===== config.mk =====
export PLATFORM = sky130hd
export DESIGN_NAME = asw_top
export DESIGN_NICKNAME = d
export VERILOG_FILES = /design/src/include/asw_pkg.sv /design/src/rtl/asw_top.sv
export SDC_FILE = /design/constraint.sdc
export NUM_CORES = 1
export LEC_CHECK = 0
export BUFFER_PORTS_ARGS = -buffer_cell sky130_fd_sc_hd__buf_2
export CORE_MARGIN = 2
export CORE_UTILIZATION = 52
export DETAILED_ROUTE_END_ITERATION = 16
export PLACE_DENSITY_LB_ADDON = 0.15
export SLEW_MARGIN = 20
export SYNTH_ARGS = -nofsm -noshare
export SYNTH_HDL_FRONTEND = slang
export SYNTH_SLANG_ARGS = --single-unit

===== constraint.sdc =====
create_clock -name CLK_SYS_IN -period 3.1 [get_ports CLK_SYS_IN]
set_input_delay 0.62 -clock CLK_SYS_IN [delete_from_list [all_inputs] [get_ports CLK_SYS_IN]]
set_output_delay 0.62 -clock CLK_SYS_IN [all_outputs]
set_load 0.02 [all_outputs]

===== src/include/asw_pkg.sv =====
package asw_pkg;

	// Register byte addresses on the AXI4-Lite bus
	localparam logic [7:0] ADDR_CTRL    = 8'h00;
	localparam logic [7:0] ADDR_STATUS  = 8'h04;
	localparam logic [7:0] ADDR_WAKE_EN = 8'h08;
	localparam logic [7:0] ADDR_CFG     = 8'hF0;

	// Sleep/wake configuration field positions and reset value
	localparam int         CFG_REDIRECT_BIT = 0;
	localparam int         CFG_WAKESEL_BIT  = 1;
	localparam int         CFG_PLL_BIT      = 7;
	localparam logic [7:0] CFG_WMASK        = 8'h83;
	localparam logic [7:0] CFG_RESET        = 8'h00;

	// Sleep control register fields
	localparam int         CTRL_SLP_EN_BIT  = 0;
	localparam int         CTRL_TYPE_LSB    = 1;
	localparam int         SLP_TYPE_W       = 3;
	localparam logic [2:0] SLP_TYPE_RESET   = 3'h0;

	// Status register fields
	localparam int         STS_SMI_BIT      = 0;
	localparam int         STS_WAK_BIT      = 1;
	localparam int         STS_BUSY_BIT     = 2;

	// Wakeup event sources and their enable reset value
	localparam int         WAKE_W           = 8;
	localparam logic [7:0] WAKE_EN_RESET    = 8'h00;

	// Synchroniser layout {power_on_request_n, sleep_done, events}
	localparam int          SYNC_W     = 10;
	localparam logic [9:0]  SYNC_RESET = 10'h200;

	// AXI responses
	localparam logic [1:0] RESP_OKAY   = 2'h0;
	localparam logic [1:0] RESP_SLVERR = 2'h2;

	typedef struct packed {
		logic       infrared_pll_power;
		logic [4:0] rsvd;
		logic       wake_status_source_select;
		logic       sleep_trigger_redirect;
	} asw_cfg_t;

	typedef enum logic [1:0] {
		SEQ_IDLE   = 2'b01,
		SEQ_ACTIVE = 2'b10
	} asw_seq_t;

endpackage


===== src/rtl/asw_top.sv =====
`timescale 1ns/1ps
// How it works
// RL1: Redirect clear: writing one to sleep enable starts the sleep sequence.
// RL2: Redirect set: sleep enable write raises SMI instead of sleeping.
// RL3: Every sleep enable write sets the SMI flag; redirect gates it.
// RL4: Source select clear: wake status set only by power-on request fall.
// RL5: Source select set: enabled wake events also set wake status.
// RL6: PLL power bit zero keeps the 32 kHz PLL unpowered.
// RL7: PLL power bit one runs PLL, usable as infrared wakeup clock.
// RL8: Reserved configuration bits two to six read zero, writes ignored.
module asw_top (
	input  wire logic              CLK_SYS_IN,
	input  wire logic              RST_N_IN,
	input  wire logic [7:0]        S_AXI_AWADDR_IN,
	input  wire logic              S_AXI_AWVALID_IN,
	output logic                   S_AXI_AWREADY_OUT,
	input  wire logic [31:0]       S_AXI_WDATA_IN,
	input  wire logic [3:0]        S_AXI_WSTRB_IN,
	input  wire logic              S_AXI_WVALID_IN,
	output logic                   S_AXI_WREADY_OUT,
	output logic [1:0]             S_AXI_BRESP_OUT,
	output logic                   S_AXI_BVALID_OUT,
	input  wire logic              S_AXI_BREADY_IN,
	input  wire logic [7:0]        S_AXI_ARADDR_IN,
	input  wire logic              S_AXI_ARVALID_IN,
	output logic                   S_AXI_ARREADY_OUT,
	output logic [31:0]            S_AXI_RDATA_OUT,
	output logic [1:0]             S_AXI_RRESP_OUT,
	output logic                   S_AXI_RVALID_OUT,
	input  wire logic              S_AXI_RREADY_IN,
	input  wire logic              POWER_ON_REQUEST_N_IN,
	input  wire logic [7:0]        WAKE_EVENT_IN,
	input  wire logic              SLEEP_DONE_IN,
	output logic                   SLEEP_REQ_OUT,
	output logic [2:0]             SLEEP_TYPE_OUT,
	output logic                   SMI_OUT,
	output logic                   WAKE_STATUS_OUT,
	output logic                   PLL_POWER_OUT,
	output logic                   IR_CLK_SEL_PLL_OUT
);

	asw_pkg::asw_cfg_t cfg_r;
	asw_pkg::asw_seq_t seq_r;
	logic [2:0]        slp_type_r;
	logic [7:0]        wake_en_r;
	logic              smi_flag_r;
	logic              wak_sts_r;
	logic [9:0]        sync1_r;
	logic [9:0]        sync2_r;
	logic [9:0]        prev_r;
	logic [7:0]        aw_addr_r;
	logic              aw_held_r;
	logic [31:0]       w_data_r;
	logic [3:0]        w_strb_r;
	logic              w_held_r;
	logic              bvalid_r;
	logic [1:0]        bresp_r;
	logic              rvalid_r;
	logic [31:0]       rdata_r;
	logic [1:0]        rresp_r;
	logic              wr_fire;
	logic              wr_lane0;
	logic              slp_write;
	logic              sts_write;
	logic              pwr_fall;
	logic [7:0]        ev_rise;
	logic              wake_set;
	logic              pwr_n_s;
	logic              done_s;
	logic [7:0]        ev_s;
	logic [31:0]       rd_word;
	logic              rd_hit;

	// Handshake outputs straight from holding state
	assign S_AXI_AWREADY_OUT = !aw_held_r && !bvalid_r;
	assign S_AXI_WREADY_OUT  = !w_held_r && !bvalid_r;
	assign S_AXI_ARREADY_OUT = !rvalid_r;
	assign S_AXI_BVALID_OUT  = bvalid_r;
	assign S_AXI_BRESP_OUT   = bresp_r;
	assign S_AXI_RVALID_OUT  = rvalid_r;
	assign S_AXI_RDATA_OUT   = rdata_r;
	assign S_AXI_RRESP_OUT   = rresp_r;

	// Commit once both address and data are held
	assign wr_fire   = aw_held_r && w_held_r && !bvalid_r;
	assign wr_lane0  = wr_fire && w_strb_r[0];
	assign slp_write = wr_lane0 && (aw_addr_r == asw_pkg::ADDR_CTRL) &&
		w_data_r[asw_pkg::CTRL_SLP_EN_BIT];
	assign sts_write = wr_lane0 && (aw_addr_r == asw_pkg::ADDR_STATUS);

	// Synchronised views of the pins
	assign pwr_n_s = sync2_r[9];
	assign done_s  = sync2_r[8];
	assign ev_s    = sync2_r[7:0];

	// Edge detection on synchronised levels only
	assign pwr_fall = prev_r[9] && !pwr_n_s;
	assign ev_rise  = ev_s & ~prev_r[7:0] & wake_en_r;
	assign wake_set = pwr_fall || // RL4
		(cfg_r.wake_status_source_select && (|ev_rise)); // RL5

	// Block outputs
	assign SLEEP_REQ_OUT      = (seq_r == asw_pkg::SEQ_ACTIVE);
	assign SLEEP_TYPE_OUT     = slp_type_r;
	assign SMI_OUT            = smi_flag_r && cfg_r.sleep_trigger_redirect; // RL2
	assign WAKE_STATUS_OUT    = wak_sts_r;
	assign PLL_POWER_OUT      = cfg_r.infrared_pll_power; // RL6
	assign IR_CLK_SEL_PLL_OUT = cfg_r.infrared_pll_power; // RL7

	// Two-stage synchroniser; request pin idles high
	always_ff @(posedge CLK_SYS_IN or negedge RST_N_IN) begin
		if (!RST_N_IN) begin
			sync1_r <= asw_pkg::SYNC_RESET;
			sync2_r <= asw_pkg::SYNC_RESET;
			prev_r  <= asw_pkg::SYNC_RESET;
		end else begin
			sync1_r <= {POWER_ON_REQUEST_N_IN, SLEEP_DONE_IN, WAKE_EVENT_IN};
			sync2_r <= sync1_r;
			prev_r  <= sync2_r;
		end
	end

	// Write address and data captured in either order
	always_ff @(posedge CLK_SYS_IN or negedge RST_N_IN) begin
		if (!RST_N_IN) begin
			aw_held_r <= 1'b0;
			aw_addr_r <= 8'h00;
			w_held_r  <= 1'b0;
			w_data_r  <= 32'h00000000;
			w_strb_r  <= 4'h0;
		end else begin
			if (S_AXI_AWVALID_IN && S_AXI_AWREADY_OUT) begin
				aw_held_r <= 1'b1;
				aw_addr_r <= S_AXI_AWADDR_IN;
			end else if (wr_fire) begin
				aw_held_r <= 1'b0;
			end
			if (S_AXI_WVALID_IN && S_AXI_WREADY_OUT) begin
				w_held_r <= 1'b1;
				w_data_r <= S_AXI_WDATA_IN;
				w_strb_r <= S_AXI_WSTRB_IN;
			end else if (wr_fire) begin
				w_held_r <= 1'b0;
			end
		end
	end

	// Write response; unmapped addresses answer SLVERR
	always_ff @(posedge CLK_SYS_IN or negedge RST_N_IN) begin
		if (!RST_N_IN) begin
			bvalid_r <= 1'b0;
			bresp_r  <= asw_pkg::RESP_OKAY;
		end else if (wr_fire) begin
			bvalid_r <= 1'b1;
			case (aw_addr_r)
				asw_pkg::ADDR_CTRL,
				asw_pkg::ADDR_STATUS,
				asw_pkg::ADDR_WAKE_EN,
				asw_pkg::ADDR_CFG: bresp_r <= asw_pkg::RESP_OKAY;
				default:           bresp_r <= asw_pkg::RESP_SLVERR;
			endcase
		end else if (bvalid_r && S_AXI_BREADY_IN) begin
			bvalid_r <= 1'b0;
		end
	end

	// Configuration and wake enable registers
	always_ff @(posedge CLK_SYS_IN or negedge RST_N_IN) begin
		if (!RST_N_IN) begin
			cfg_r     <= asw_pkg::CFG_RESET;
			wake_en_r <= asw_pkg::WAKE_EN_RESET;
		end else if (wr_lane0) begin
			if (aw_addr_r == asw_pkg::ADDR_CFG) begin
				// Reserved bits never stored, so they read zero
				cfg_r <= w_data_r[7:0] & asw_pkg::CFG_WMASK; // RL8
			end
			if (aw_addr_r == asw_pkg::ADDR_WAKE_EN) begin
				wake_en_r <= w_data_r[7:0];
			end
		end
	end

	// Sleep type latched with every control register write with lane zero enabled while the sequencer is idle
	always_ff @(posedge CLK_SYS_IN or negedge RST_N_IN) begin
		if (!RST_N_IN) begin
			slp_type_r <= asw_pkg::SLP_TYPE_RESET;
		end else if (wr_lane0 && aw_addr_r == asw_pkg::ADDR_CTRL &&
				seq_r == asw_pkg::SEQ_IDLE) begin
			slp_type_r <= w_data_r[asw_pkg::CTRL_TYPE_LSB +: asw_pkg::SLP_TYPE_W];
		end
	end

	// Sleep sequencer; a new request while busy is dropped
	always_ff @(posedge CLK_SYS_IN or negedge RST_N_IN) begin
		if (!RST_N_IN) begin
			seq_r <= asw_pkg::SEQ_IDLE;
		end else begin
			unique case (seq_r)
				asw_pkg::SEQ_IDLE: begin
					if (slp_write && !cfg_r.sleep_trigger_redirect) begin
						seq_r <= asw_pkg::SEQ_ACTIVE; // RL1
					end
				end
				asw_pkg::SEQ_ACTIVE: begin
					if (done_s) begin
						seq_r <= asw_pkg::SEQ_IDLE;
					end
				end
				default: seq_r <= asw_pkg::SEQ_IDLE;
			endcase
		end
	end

	// Sticky flags, write one to clear; a new set beats the clear
	always_ff @(posedge CLK_SYS_IN or negedge RST_N_IN) begin
		if (!RST_N_IN) begin
			smi_flag_r <= 1'b0;
			wak_sts_r  <= 1'b0;
		end else begin
			if (slp_write) begin
				smi_flag_r <= 1'b1; // RL3
			end else if (sts_write && w_data_r[asw_pkg::STS_SMI_BIT]) begin
				smi_flag_r <= 1'b0;
			end
			if (wake_set) begin
				wak_sts_r <= 1'b1;
			end else if (sts_write && w_data_r[asw_pkg::STS_WAK_BIT]) begin
				wak_sts_r <= 1'b0;
			end
		end
	end

	// Read mux
	always_comb begin
		rd_word = 32'h00000000;
		rd_hit  = 1'b1;
		case (S_AXI_ARADDR_IN)
			asw_pkg::ADDR_CTRL: begin
				rd_word[asw_pkg::CTRL_TYPE_LSB +: asw_pkg::SLP_TYPE_W] = slp_type_r;
			end
			asw_pkg::ADDR_STATUS: begin
				rd_word[asw_pkg::STS_SMI_BIT]  = smi_flag_r;
				rd_word[asw_pkg::STS_WAK_BIT]  = wak_sts_r;
				rd_word[asw_pkg::STS_BUSY_BIT] = (seq_r == asw_pkg::SEQ_ACTIVE);
			end
			asw_pkg::ADDR_WAKE_EN: rd_word[7:0] = wake_en_r;
			asw_pkg::ADDR_CFG:     rd_word[7:0] = cfg_r; // RL8
			default:               rd_hit = 1'b0;
		endcase
	end

	// Read data registered at the edge that takes the address
	always_ff @(posedge CLK_SYS_IN or negedge RST_N_IN) begin
		if (!RST_N_IN) begin
			rvalid_r <= 1'b0;
			rdata_r  <= 32'h00000000;
			rresp_r  <= asw_pkg::RESP_OKAY;
		end else if (S_AXI_ARVALID_IN && S_AXI_ARREADY_OUT) begin
			rvalid_r <= 1'b1;
			rdata_r  <= rd_word;
			rresp_r  <= rd_hit ? asw_pkg::RESP_OKAY : asw_pkg::RESP_SLVERR;
		end else if (rvalid_r && S_AXI_RREADY_IN) begin
			rvalid_r <= 1'b0;
		end
	end

endmodule


==> results.py <==
metrics = {
    "run_status": {
        "status": "finished clean",
    },
    "setup_path": {
        "crit_arrival_ns": 2.22,
        "critPathMaxFanout": 6,
        "timing.rr.start": "aw_addr_r[2]$_DFFE_PN0P_",
        "worstSetupPathType": "reg2reg",
        "r2r_slack_ns": 1.11,
        "start_kind": "flip-flop",
        "required_ns": 3.32,
        "worstSetupEndpointType": "flip-flop",
        "timing.rr.end": "cfg_r[0]$_DFFE_PN0P_",
        "r2r_cells": 4,
    },
    "die": {
        "initial_utilization_pct": 53.25,
        "die_w_um": 81.64,
        "rows": 28,
        "dieArea_mm2": 0.006664,
        "ioPinCount": 118,
        "fp.dieH_um": 81.64,
        "core_mm2": 0.005886,
    },
    "finish": {
        "fill_cells": 502,
        "layout-drive-gt1-share_pct": 39.80,
        "layout_common_cells": "74 x dfrtp_1, 63 x buf_2, 31 x mux2_2, 26 x conb_1, 10 x nand2_1",
        "nets": 369,
        "final_common_cell": "dfrtp_1",
        "finish.utilization_pct": 61.82,
        "instances_no_fill": 379,
        "syn_to_final_growth_pct": 16.09,
        "diodes": 0,
    },
    "global_route": {
        "first_global_vias": 1858,
        "grt_pass1_wl_mm": 8.804,
        "grt-ovfl-total": 0,
        "antenna_found_initial": 0,
        "grt_use_total_pct": 17.86,
        "grt_max_degree": 79,
    },
    "sta": {
        "grt_setup_unrepaired": "no",
        "skew_ns": 0.008415,
        "fmax_ghz": 0.5017,
        "setup_tns_ns": 0,
        "setup_violations": 0,
        "slew_headroom_pct": 36.62,
        "final_max_slew_viol_count": 0,
        "hold_viol": 0,
        "fin_crit_sh_pct": 64.30,
        "fin_ws_ns": 1.107,
        "period_needed_ns": 1.993,
        "worst_pin_slew_ns": 0.9506,
    },
    "clocking": {
        "cts_max_level": 3,
        "clock_path_buffers": 2,
        "clk_pin_slew_ns": 0.08,
        "postCtsHoldBufs": 0,
        "cts_buffers": 9,
        "cts_tree": "yes",
        "clock_latency_ns": 0.34,
        "clock-sinks": 78,
        "post_cts_resized": 0,
        "root_buffer": "clkbuf_8",
        "cts_setup_buffers": 0,
    },
    "worst_hold_path": {
        "hold_path.class": "reg2reg",
        "whs_path_depth": 0,
        "hold-path-endpoint": "sync2_r[1]$_DFF_PN0_",
        "min_from": "sync1_r[1]$_DFF_PN0_",
    },
    "synth": {
        "syn_avg_cell_area_um2": 13.57,
        "synth_async_sr_flop_share_pct": 100.0,
        "ys_seq_elements": 78,
        "yosysSeqAreaShare_pct": 62.44,
        "synth_cell_types": 42,
        "mappedNetlistArea_mm2": 0.003134,
        "syn_inst": 231,
        "synth_edf_count": 0,
        "yosys_warnings": 0,
        "synth-main-ff-cell": "dfrtp_1",
    },
    "power_and_ir_drop": {
        "peakVddDrop_mv": 0.4076,
        "power.total_uw": 2693,
        "power.density_mw_per_mm2": 740.1,
        "p_leak_uw": 0.001784,
    },
    "routing": {
        "wl_per_cell_um": 14.09,
        "drt_iter0_drc": 119,
        "drtPass1Iterations": 4,
        "drc": 0,
        "num_vias": 1926,
        "drtAntennaViolNets": 0,
        "via_per_inst": 5.082,
        "drt-total-wl_mm": 5.339,
    },
    "placement": {
        "dp_cells": 364,
        "dp_slack_ns": 1.116,
        "routabilityCongestion": 0.7748,
        "dpl.hpwl_mm": 3.798,
        "io_buffers": 64,
    },
    "run": {
        "drv_cap": 0,
    },
}
[worst max path at each step]
| stage | start | endpoint | cells past startpoint |
|---|---|---|---|
| floorplan | S_AXI_BVALID_OUT$_DFFE_PN0P_ | w_data_r[1]$_DFFE_PN0P_ | 4 |
| global placement | S_AXI_ARADDR_IN[5] | S_AXI_RDATA_OUT[5]$_DFFE_PN0P_ | 5 |
| detailed placement | aw_addr_r[2]$_DFFE_PN0P_ | cfg_r[0]$_DFFE_PN0P_ | 4 |
| CTS | aw_addr_r[2]$_DFFE_PN0P_ | cfg_r[0]$_DFFE_PN0P_ | 4 |
| global route | aw_addr_r[2]$_DFFE_PN0P_ | cfg_r[0]$_DFFE_PN0P_ | 4 |
| finish | aw_addr_r[2]$_DFFE_PN0P_ | cfg_r[0]$_DFFE_PN0P_ | 4 |
[synth_stat cells (3+ instances only)]
| cell type | number | area share, % |
|---|---|---|
| nand2b_1 | 4 | 0.80 |
| inv_1 | 7 | 0.84 |
| a21oi_1 | 6 | 0.96 |
| dfrtp_1 | 74 | 59 |
| nand2_1 | 10 | 1.2 |
| buf_4 | 27 | 6.5 |
| nand3b_1 | 8 | 1.9 |
| a22o_1 | 5 | 1.4 |
| clkbuf_1 | 4 | 0.48 |
| nor3_1 | 3 | 0.48 |
| dfstp_2 | 4 | 3.4 |
| o21ai_0 | 6 | 0.96 |
| mux2_2 | 31 | 11 |
| nor2_1 | 6 | 0.72 |
| o22ai_1 | 3 | 0.60 |
[per-stage QoR]
step / instance area [µm²] / hold slack (ns)
after floorplan: 3228 / 0.3244
after global placement: 3427 / 0.3345
after detailed placement: 3427 / 0.3356
after CTS: 3638 / 0.3542
after global routing: 3638 / 0.3566
final: 3638 / 0.3506
[where the power goes]
group | internal (µW) | switching (µW)
Sequential | 1210 | 159
Clock | 452 | 356
Combinational | 237 | 281
[kinds of logic after synthesis]
family | count (synthesis) | share of synthesized area [%]
flops | 78 | 62.44
simple gates | 51 | 11.22
buf+inv | 38 | 7.784
mux | 33 | 11.78
compound gates | 30 | 6.667
other cells | 1 | 0.1196
[state kept, by name, indices dropped and copies added, names as in the netlist]
register            flops
S_AXI_BRESP_OUT         1
sync2_r                10
cfg_r                   2
WAKE_STATUS_OUT         1
w_held_r                1
wake_en_r               8
seq_r                   2
aw_addr_r               8
sync1_r                10
S_AXI_RRESP_OUT         1
S_AXI_RVALID_OUT        1
w_data_r                8
S_AXI_RDATA_OUT         8
IR_CLK_SEL_PLL_OUT      1
w_strb_r                1
SLEEP_TYPE_OUT          3
aw_held_r               1
smi_flag_r              1
S_AXI_BVALID_OUT        1
prev_r                  9
[critical path, cell delays in order, from the launching register on]
cell and delay, ns:
dfrtp_1 0.47, nor4b_1 0.32, nand4_1 0.20, nor3_1 0.49
mux2_2 0.40
[layout make-up]
cell class / instances / area, µm² / share of cell area (%)
sequential: 78 / 1957 / 53.78
multi-input combinational: 140 / 1027 / 28.23
timing repair buffer: 64 / 322.8 / 8.872
clock buffer: 10 / 127.6 / 3.508
tap: 75 / 93.84 / 2.579
clock inverter: 5 / 83.83 / 2.304
inverter: 7 / 26.28 / 0.7221
[routing by layer]
metal	track usage, %	up-vias	wire [µm]
li1	-	907	-
met1	24.63	928	2413
met2	26.72	81	2451
met3	3.736	10	353
met4	9.500	0	121
met5	0	-	0
(Power assumes the default switching activity.)
